==> config.mk <==
export PLATFORM = sky130hd
export DESIGN_NAME = dcr_top
export DESIGN_NICKNAME = d
export VERILOG_FILES = /design/src/core/dcr_pkg.sv /design/src/core/dcr_stream_if.sv /design/src/core/dcr_fifo.sv /design/src/core/dcr_top.sv
export SDC_FILE = /design/constraint.sdc
export NUM_CORES = 2
export LEC_CHECK = 0
export BUFFER_PORTS_ARGS = -buffer_cell sky130_fd_sc_hd__buf_2
export CELL_PAD_IN_SITES_DETAIL_PLACEMENT = 0
export CELL_PAD_IN_SITES_GLOBAL_PLACEMENT = 1
export CORE_ASPECT_RATIO = 0.7
export CORE_MARGIN = 2
export CORE_UTILIZATION = 40
export DETAILED_ROUTE_END_ITERATION = 10
export GPL_ROUTABILITY_DRIVEN = 1
export HOLD_SLACK_MARGIN = 0.08
export PLACE_DENSITY = 0.72
export SLEW_MARGIN = 20
export SYNTH_ARGS = -nofsm -noshare
export SYNTH_HDL_FRONTEND = slang
export SYNTH_HIERARCHICAL = 1
export SYNTH_SLANG_ARGS = --single-unit
==> constraint.sdc <==
create_clock -name mclk_i -period 4.2 [get_ports mclk_i]
set_input_delay 0 -clock mclk_i [delete_from_list [all_inputs] [get_ports mclk_i]]
set_output_delay 0 -clock mclk_i [all_outputs]
set_load 0.01 [all_outputs]
==> src/core/dcr_pkg.sv <==
// shared constants for the dual converter conversion and result read port
package dcr_pkg;
	// ------------------------------------------------------------
	// widths and frame layout
	// ------------------------------------------------------------
	localparam int RESULT_W = 12;
	localparam int RESULT_MSB = 11;
	localparam int LANES = 4;
	localparam int FRAME_W = RESULT_W * LANES;
	localparam int LANE_A_ONE = 0;
	localparam int LANE_A_TWO = 1;
	localparam int LANE_B_ONE = 2;
	localparam int LANE_B_TWO = 3;
	localparam int FIFO_DEPTH = 32;
	// flipping the msb of a straight binary code gives two's complement
	localparam logic [RESULT_W-1:0] BIPOLAR_FLIP = 12'h800;
	localparam logic [RESULT_W-1:0] RESULT_RESET = 12'h000;

	// ------------------------------------------------------------
	// timing
	// ------------------------------------------------------------
	localparam int CLK_PERIOD_NS = 25;
	localparam int CONV_TIME_NS = 3600;
	// longest time, rounded down, never below one cycle
	localparam int CONV_CYCLES_RAW = CONV_TIME_NS / CLK_PERIOD_NS;
	localparam int CONV_CYCLES = (CONV_CYCLES_RAW < 1) ? 1 : CONV_CYCLES_RAW;
	localparam int CNT_W = 8;

	typedef enum logic [1:0] {
		DCR_IDLE,
		DCR_WAIT_FRAME,
		DCR_CONVERT
	} dcr_state_t;
endpackage : dcr_pkg

==> src/core/dcr_stream_if.sv <==
// valid/ready stream carrier between the port logic and its sample fifo
`timescale 1ns/100ps
`default_nettype none
interface dcr_stream_if #(
	parameter int WIDTH = 48
);
	logic valid;
	logic ready;
	logic [WIDTH-1:0] data;

	modport src (output valid, output data, input ready);
	modport snk (input valid, input data, output ready);
endinterface : dcr_stream_if
`default_nettype wire

==> src/core/dcr_fifo.sv <==
// parameterised fifo holding sampled input frames ahead of the track/hold
`timescale 1ns/100ps
`default_nettype none
module dcr_fifo #(
	parameter int WIDTH = 48,
	parameter int DEPTH = 32
) (
	input wire logic clk_i,
	input wire logic rst_i,
	dcr_stream_if.snk wr,
	dcr_stream_if.src rd
);
	localparam int AW = $clog2(DEPTH);

	generate
		if (DEPTH < 2 || (DEPTH & (DEPTH - 1)) != 0) begin : g_bad_depth
			$error("dcr_fifo depth must be a power of two, at least 2");
		end
	endgenerate

	logic [WIDTH-1:0] mem [DEPTH];
	logic [AW-1:0] wptr_reg;
	logic [AW-1:0] rptr_reg;
	logic [AW:0] count_reg;
	logic [AW:0] count_next;
	logic ready_reg;
	logic push;
	logic pop;

	// ------------------------------------------------------------
	// handshakes
	// ------------------------------------------------------------
	assign push = wr.valid && ready_reg;
	assign pop = rd.valid && rd.ready;
	assign wr.ready = ready_reg;
	assign rd.valid = (count_reg != '0);
	assign rd.data = mem[rptr_reg];

	// next occupancy, also used to precompute a registered ready
	always_comb begin
		count_next = count_reg;
		if (push && !pop) begin
			count_next = count_reg + 1'b1;
		end else if (pop && !push) begin
			count_next = count_reg - 1'b1;
		end
	end

	// storage has no reset; only the pointers define what is valid
	always_ff @(posedge clk_i) begin
		if (push) begin
			mem[wptr_reg] <= wr.data;
		end
	end

	// pointers and occupancy
	always_ff @(posedge clk_i) begin
		if (rst_i) begin
			wptr_reg <= '0;
			rptr_reg <= '0;
			count_reg <= '0;
			ready_reg <= 1'b0;
		end else begin
			if (push) begin
				wptr_reg <= wptr_reg + 1'b1;
			end
			if (pop) begin
				rptr_reg <= rptr_reg + 1'b1;
			end
			count_reg <= count_next;
			ready_reg <= (count_next != (AW+1)'(DEPTH)); // registered so the port sees a flop
		end
	end
endmodule : dcr_fifo
`default_nettype wire

==> src/core/dcr_top.sv <==
// conversion control and result read port of a dual simultaneous-sampling converter
//
// Contract
// - a falling conversion start puts both track/holds into hold and starts both conversions.
// - busy rises on the falling conversion start and stays high until both results are done.
// - the result bus is driven from one clock after read strobe and chip select are both low until one clock after either rises.
// - the result bus is twelve three-state lines with bit 11 as the msb.
// - with pair select low the first read returns pair A input one, the next pair A input two.
// - with pair select high successive reads return pair B input one, then input two.
// - bipolar variants present results in two's complement.
// - the unipolar variant presents results in straight binary.
// - chip select is active low and reads are answered only while it is low.
`timescale 1ns/100ps
`default_nettype none
module dcr_top
	import dcr_pkg::*;
#(
	parameter bit BIPOLAR = 1'b1,
	parameter int DEPTH = FIFO_DEPTH
) (
	input wire logic mclk_i,
	input wire logic rst_i,
	input wire logic conversion_start_n_i,
	input wire logic cs_n_i,
	input wire logic rd_n_i,
	input wire logic pair_select_i,
	input wire logic sample_valid_i,
	input wire logic [FRAME_W-1:0] sample_data_i,
	output logic sample_ready_o,
	output logic busy_o,
	output logic [RESULT_W-1:0] result_bus_o,
	output logic result_bus_oe_o
);
	generate
		if (CONV_CYCLES >= (1 << CNT_W)) begin : g_bad_count
			$error("conversion count does not fit its counter");
		end
	endgenerate

	// ------------------------------------------------------------
	// sample frame fifo
	// ------------------------------------------------------------
	dcr_stream_if #(.WIDTH(FRAME_W)) in_if ();
	dcr_stream_if #(.WIDTH(FRAME_W)) hold_if ();

	assign in_if.valid = sample_valid_i;
	assign in_if.data = sample_data_i;

	dcr_fifo #(.WIDTH(FRAME_W), .DEPTH(DEPTH)) u_fifo (
		.clk_i(mclk_i),
		.rst_i(rst_i),
		.wr(in_if),
		.rd(hold_if)
	);

	dcr_state_t state_reg;
	logic [CNT_W-1:0] cnt_reg;
	logic conv_prev_reg;
	logic rd_prev_reg;
	logic ptr_reg;
	logic busy_reg;
	logic [FRAME_W-1:0] held_reg;
	logic [RESULT_W-1:0] res_reg [LANES];
	logic [RESULT_W-1:0] coded [LANES];
	logic [RESULT_W-1:0] data_reg;
	logic oe_reg;
	logic conv_fall;
	logic take_frame;
	logic conv_done;
	logic rd_act;
	logic rd_start;
	logic rd_end;
	logic [1:0] lane_sel;

	// ------------------------------------------------------------
	// event decode
	// ------------------------------------------------------------
	assign conv_fall = conv_prev_reg && !conversion_start_n_i;
	assign hold_if.ready = (state_reg == DCR_WAIT_FRAME);
	assign take_frame = hold_if.valid && hold_if.ready;
	assign conv_done = (state_reg == DCR_CONVERT) && (cnt_reg == '0);
	assign rd_act = !cs_n_i && !rd_n_i;
	assign rd_start = rd_act && !rd_prev_reg;
	assign rd_end = !rd_act && rd_prev_reg;
	assign lane_sel = {pair_select_i, ptr_reg};

	// edge history of the start and read strobes
	always_ff @(posedge mclk_i) begin
		if (rst_i) begin
			conv_prev_reg <= 1'b1;
			rd_prev_reg <= 1'b0;
		end else begin
			conv_prev_reg <= conversion_start_n_i;
			rd_prev_reg <= rd_act;
		end
	end

	// ------------------------------------------------------------
	// conversion sequencer
	// ------------------------------------------------------------
	// a start edge while busy is ignored; the frame at the fifo head is the held input
	always_ff @(posedge mclk_i) begin
		if (rst_i) begin
			state_reg <= DCR_IDLE;
			cnt_reg <= '0;
			busy_reg <= 1'b0;
		end else begin
			unique case (state_reg)
				DCR_IDLE: begin
					if (conv_fall) begin
						state_reg <= DCR_WAIT_FRAME;
						busy_reg <= 1'b1;
					end
				end
				DCR_WAIT_FRAME: begin
					if (take_frame) begin
						state_reg <= DCR_CONVERT;
						cnt_reg <= CNT_W'(CONV_CYCLES - 1);
					end
				end
				DCR_CONVERT: begin
					if (conv_done) begin
						state_reg <= DCR_IDLE;
						busy_reg <= 1'b0;
					end else begin
						cnt_reg <= cnt_reg - 1'b1;
					end
				end
			endcase
		end
	end

	// track/hold: both pairs are frozen together from one frame
	always_ff @(posedge mclk_i) begin
		if (rst_i) begin
			held_reg <= '0;
		end else if (take_frame) begin
			held_reg <= hold_if.data;
		end
	end

	// output coding per lane, fixed by the input range variant
	genvar gi;
	generate
		for (gi = 0; gi < LANES; gi++) begin : g_lane
			assign coded[gi] = BIPOLAR ? (held_reg[gi*RESULT_W +: RESULT_W] ^ BIPOLAR_FLIP)
				: held_reg[gi*RESULT_W +: RESULT_W];
			always_ff @(posedge mclk_i) begin
				if (rst_i) begin
					res_reg[gi] <= RESULT_RESET;
				end else if (conv_done) begin
					res_reg[gi] <= coded[gi];
				end
			end
		end
	endgenerate

	// ------------------------------------------------------------
	// read port
	// ------------------------------------------------------------
	// pointer restarts at every conversion; it steps when a read strobe ends
	always_ff @(posedge mclk_i) begin
		if (rst_i) begin
			ptr_reg <= 1'b0;
		end else if (conv_fall && state_reg == DCR_IDLE) begin
			ptr_reg <= 1'b0;
		end else if (rd_end) begin
			ptr_reg <= !ptr_reg;
		end
	end

	// word latched at strobe start so it stays steady for the whole read
	always_ff @(posedge mclk_i) begin
		if (rst_i) begin
			data_reg <= RESULT_RESET;
			oe_reg <= 1'b0;
		end else begin
			oe_reg <= rd_act;
			if (rd_start) begin
				data_reg <= res_reg[lane_sel];
			end
		end
	end

	// the enable lags the strobes by one clock; the pad turns it into high impedance
	assign result_bus_o = data_reg;
	assign result_bus_oe_o = oe_reg;
	assign busy_o = busy_reg;

	// the fifo's ready is already a flop, so it leaves the block with no gate after it
	assign sample_ready_o = in_if.ready;
endmodule : dcr_top
`default_nettype wire

**Word-level counts from Yosys, hierarchy flattened**

Memory sizes are Yosys's and may differ from the RTL's. A register that Yosys moved wholly into a read port is not among the register bits.
Cells that the tools add are included.

- Bits in latches: 0
- Memory bits (read-only): 0
- Register bits: 31
- Input bits: 55
- Memories kept: 2
- Memory bits (writable): 1,584

Memories:

| memory | depth | bits a word | read ports | clocked after Yosys merged registers in | wr ports | RTL line | RTL |
|---|---|---|---|---|---|---|---|
| u_fifo.mem | 32 | 48 | 1 | 1 | 1 | dcr_fifo.sv:21 | `logic [WIDTH-1:0] mem [DEPTH];` |
| res_reg | 4 | 12 | 1 | 1 | 4 | dcr_top.sv:63 | `logic [RESULT_W-1:0] res_reg [LANES];` |

- Add/sub/neg operators: 5
- Reduce and logical (&&, ||, !) cells: 27
- Shift-type cells: 0
- Mux-type cells: 23
- Bitwise operators: 8
- Div/mod/pow operators: 0
- Order comparisons: 0
- Eq/ne operators: 7
- Multiply operators: 0

Operators with widths:

| cell | count |
|---|---|
| 12-bit 2-to-1 mux | 4 |
| 8-bit 2-to-1 mux | 2 |
| 8-bit one-hot mux with 2 select lines | 1 |
| 6-bit 2-to-1 mux | 2 |
| 5-bit by 1-bit adder with 5-bit output, second input constant | 2 |
| 1-bit logical AND | 10 |
| 1-bit 2-to-1 mux | 9 |
| 3-bit AND reduction | 3 |
| 1-bit logical NOT | 8 |
| 8-bit logical NOT | 1 |
| 2-bit inequality test, second input constant | 4 |
| 8-bit by 1-bit subtractor with 8-bit output, second input constant | 1 |
| 6-bit by 1-bit adder with 6-bit output, second input constant | 1 |
| 2-bit 2-to-1 mux | 3 |
| 6-bit inequality test, second input constant | 1 |
| 2-bit one-hot mux with 3 select lines | 1 |
| 6-bit nonzero test | 1 |
| 6-bit by 1-bit subtractor with 6-bit output, second input constant | 1 |
| 1-bit NOT | 4 |
| 1-bit OR | 4 |
| 2-bit nonzero test | 2 |
| 2-bit by 1-bit equality test with 1-bit output, second input constant | 1 |
| 2-bit equality test, second input constant | 1 |
| 2-bit logical NOT | 1 |
| other kinds (2) | 2 |

**Longest topological paths before layout**

- Depth in word-level cells: 6
- Gate-level depth with buffers: 11

**Modules after synthesis**

The synthesis kept the hierarchy.

Modules (own cells, without submodules):

| module | seq. area each (sq um) | area each (sq um) | instances | cells each |
|---|---|---|---|---|
| dcr_fifo | 46,564.7 | 59,255.6 | 1 | 2,340 |
| dcr_top | 2,922.8 | 4,893.4 | 1 | 467 |

**Worst setup path after synthesis**

Ideal clock, no wire load.

- Kind: register to register
- From: reg state_reg[0]
- To: mem res_reg[0][0], enable pin
- Setup time: 464 ps
- Cell stages (with the launch flop): 5
- Path slack: 315 ps
- Period minus slack after synthesis: 3,885 ps
- Arrival time: 3,421 ps
- Path buffers: 0
- Path through: dfxtp_1 inv_1 ha_1 or4bb_1 o21bai_1

RTL lines:

| item | RTL line | RTL |
|---|---|---|
| start: declaration | dcr_top.sv:56 | `dcr_state_t state_reg;` |
| start signal: assignment | dcr_top.sv:104 | `state_reg <= DCR_IDLE;` |
| start signal: assignment | dcr_top.sv:111 | `state_reg <= DCR_WAIT_FRAME;` |
| start signal: assignment | dcr_top.sv:117 | `state_reg <= DCR_CONVERT;` |
| end: declaration | dcr_top.sv:63 |  |

**Worst setup path in the final report**

- From: reg u_fifo.ready_reg, in the netlist u_fifo/wr.ready
- To: mem u_fifo.mem[0][33], enable pin

- Longest elaborated chain between the ends: 3

Ends and longest elaborated chain:

| item | RTL line | RTL |
|---|---|---|
| start: declaration | dcr_fifo.sv:26 | `logic ready_reg;` |
| start signal: assignment | dcr_fifo.sv:71 | `ready_reg <= (count_next != (AW+1)'(DEPTH));` |
| 1-bit logical AND | dcr_fifo.sv:33 | `assign push = wr.valid && ready_reg;` |
| 1-bit 2-to-1 mux | dcr_fifo.sv:51 | `if (push) begin` |
| 1-bit 2-to-1 mux (implied by the code) | dcr_fifo.sv:52 | `mem[wptr_reg] <= wr.data;` |
| end: declaration | dcr_fifo.sv:21 |  |

No other way between the ends.

==> flow_metrics.tcl <==
set metrics [dict create \
    async_reset_ff_share_pct 0 \
    final_layout_size_suffix_gt1_share_pct 30.8 \
    drc 0 \
    synth_xor_area_share_pct 0.150 \
    area.growth.synth_to_final_pct 14.6 \
    grt_start_max_net_pins 77 \
    synthSimpleGateAreaFrac_pct 2.14 \
    crit_type "reg -> reg" \
    dpl_cell_area_um2 67900 \
    cp_data_required_time_ns 4.61 \
    synth_most_common_cell "edfxtp_1" \
    min_path_type "in -> reg" \
    timing.rr.start "u_fifo/wr.ready" \
    synth_area_per_cell_um2 22.9 \
    cp-start-kind "flip-flop" \
    drtPass1Iterations 5 \
    detail_route.wirelength_um 158000 \
    cts_tree "yes" \
    cp_cell_sequence "and2_1 -> nand2_1 -> nor2_4 -> buf_12" \
    tightest_slew_ns 1.11 \
    vdd_drop_max_mv 0.524 \
    synth_cells 2807 \
    synthFlopType "edfxtp_1" \
    yosysTopAreaCellShare_pct 74.1 \
    p_int_uw 29600 \
    hold_ws_ns 0.127 \
    drt-vias-per-instance 5.79 \
    tns_ns 0 \
    cp_max_fo 37 \
    ys_types 55 \
    ant_nets 0 \
    cts_made_buffers 150 \
    post-route-period-util_pct 71.7 \
    grt_pass1_vias 30100 \
    dp.cells 4934 \
    grt_overflow_total 0 \
    reg2reg_setup_slack_ns 1.19 \
    swShare_pct 23.9 \
    mappedNetlistNets 2876 \
    vias 30500 \
    cp_data_arrival_time_ns 3.43 \
    synth_area_um2 64100 \
    cts-htree-levels 4 \
    leakagePower_uw 0.0222 \
    yosys.area.top_type "edfxtp_1" \
    yosysWarningCount 6 \
    nets 3104 \
    rsz0062_at_grt "no" \
    maxCapViolations 0 \
    max_stage_delay_ns 0.77 \
    first_iter_violations 4007 \
    finalWeightedCongestion 0.778 \
    routedWlPerCell_um 29.9 \
    final.min_clock_period_ns 3.01 \
    worstReg2RegEnd "u_fifo/mem[0][33]" \
    synth-edff-count 1584 \
    grtUsageTotal_pct 19.4 \
    grt_pass1_wl_um 225000 \
    slew_headroom_pct 25.6 \
    worst-path-buf-inv 1 \
    synth_common_cells "1584 x edfxtp_1, 492 x mux4_2, 140 x nand2_1, 96 x dfxtp_1, 77 x clkbuf_1" \
    hold_path_end "conv_prev_reg" \
    final_area_um2 73500 \
    p_comb_share_pct 15.0 \
    start_util_pct 40.4 \
    clk_pin_slew_ns 0.07 \
    clockBufferDepth 3 \
    pwr-share-clk_pct 36.4 \
    cts_setup_buffers 0 \
    post-route-util_pct 46.3 \
    synth-seq-cells 1680 \
    ctsResizeCount 0 \
    synth_top_family_by_area "multiplexers" \
    cts_sinks 1680 \
    dpl.hpwl_um 85400 \
    insertion_delay_ns 0.78 \
    p_sw_uw 9280 \
    cts_root_buffer "clkbuf_16" \
    netlist_top_cells_area "edfxtp_1 74%, mux4_2 17%, dfxtp_1 3.0%" \
    die_height_um 339 \
    finalSetupViolCount 0 \
    ios 70 \
    slowest_stage "nor2_4" \
    grt_antenna_before_repair 13 \
    max_freq_mhz 332 \
    skew_ns 0.0257 \
    rows 122 \
    die-area_um2 164000 \
    r2r_cells 4 \
    synthAdderAreaFrac_pct 0.273 \
    largest_reg_flops 1536 \
    endpoint_kind "flip-flop" \
    synth.mux.area_fraction_pct 18.2 \
    fp.dieW_um 483 \
    instances_no_fill 5275 \
    final_hold_viol_count 0 \
    slew_violations 0 \
    core_area_um2 159000 \
    yosysSeqAreaShare_pct 77.1 \
    min-delay-start "conversion_start_n_i" \
    port_buffers 69 \
    power_density_nw_per_um2 529 \
    synth-compound-area-share_pct 0.928 \
    hold_buffers 57 \
    hold_path_depth 3 \
    run_status "complete, no violations" \
    pwr-share-seq_pct 48.7 \
    cp_top_family "simple AND/OR/NAND/NOR gates" \
]
## per-stage QoR
step,total power (uW),setup slack (ns)
after floorplan,23500,0.315
after global placement,25100,1.28
after detailed placement,25100,1.25
after CTS,39200,1.21
after global routing,40300,1.11
final,38900,1.19
## power groups by stage
stage	Clock (uW)	Combinational [uW]	Sequential, uW
6_report	14100	5810	18900
5_1_grt	15100	6270	19000
4_1_cts	14400	5900	18900
3_5_place_dp	0	5830	19300
3_3_place_gp	0	5780	19300
2_1_floorplan	0	4420	19100
## worst min-delay path: cells and delay by family
kind	cells	cell delay (ns)
AND/OR/NAND/NOR	1	0.13
buffers and inverters	2	0.72
## cells by family (layout without fill, tap and decap cells)
logic type | count (synthesis) | after routing
other | 0 | 6
flip-flops | 1680 | 1680
adder cells (fa/ha/maj) | 14 | 14
XOR/XNOR | 11 | 11
AND/OR/NAND/NOR | 293 | 293
buffers and inverters | 162 | 516
AO/OA/AOI/OAI | 101 | 101
multiplexers | 546 | 546
## per-layer routing
metal  GRT usage, %  vias up  routed length (um)
li1               -    12300                   -
met1           30.4    16500               70000
met2           27.0     1523               68300
met3           4.63      202               16300
met4           4.69        6                3150
met5              0        -                  40
## worst max-delay path by stage
| stage | depth (start not counted) | startpoint | to |
|---|---|---|---|
| after floorplan | 4 | state_reg[0] | res_reg[0][0] |
| after global placement | 4 | u_fifo/wr.ready | u_fifo/mem[0][33] |
| after detailed placement | 4 | u_fifo/wr.ready | u_fifo/mem[0][33] |
| after CTS | 4 | u_fifo/wr.ready | u_fifo/mem[0][33] |
| after global routing | 4 | u_fifo/wr.ready | u_fifo/mem[0][33] |
| final | 4 | u_fifo/wr.ready | u_fifo/mem[0][33] |
## placed cells by master, fill, tap and decap left out, types with 5 or more instances in the layout
master | netlist | layout
dfxtp_1 | 96 | 91
dlygate4sd3_1 | 0 | 57
inv_1 | 13 | 13
buf_2 | 29 | 68
mux2_2 | 49 | 49
nand2b_1 | 5 | 5
and2_1 | 46 | 45
inv_6 | 0 | 6
buf_4 | 16 | 68
mux4_2 | 492 | 492
diode_2 | 0 | 6
nor2_4 | 0 | 32
clkinv_2 | 0 | 23
a21oi_1 | 67 | 67
dfxtp_4 | 0 | 5
or3_1 | 9 | 9
ha_1 | 14 | 14
clkbuf_16 | 0 | 154
xor2_1 | 7 | 7
a21boi_0 | 5 | 5
nor3_1 | 8 | 7
buf_12 | 0 | 32
clkbuf_1 | 77 | 24
edfxtp_1 | 1584 | 1584
o21ai_0 | 8 | 8
clkinv_1 | 0 | 35
nor2_1 | 56 | 24
bufinv_16 | 0 | 20
nand2_1 | 140 | 139
## area by class of cell
class,instances,area [um^2]
fillers,12900,85100
clock buffers,182,4000
flip-flops and latches,1680,49500
diodes,6,15.0
repair buffers,225,2060
well taps,2108,2640
clock inverters,96,1040
multi-input cells,965,14200
inverters,13,48.8
No activity file was read; power rests on OpenSTA's default activity.
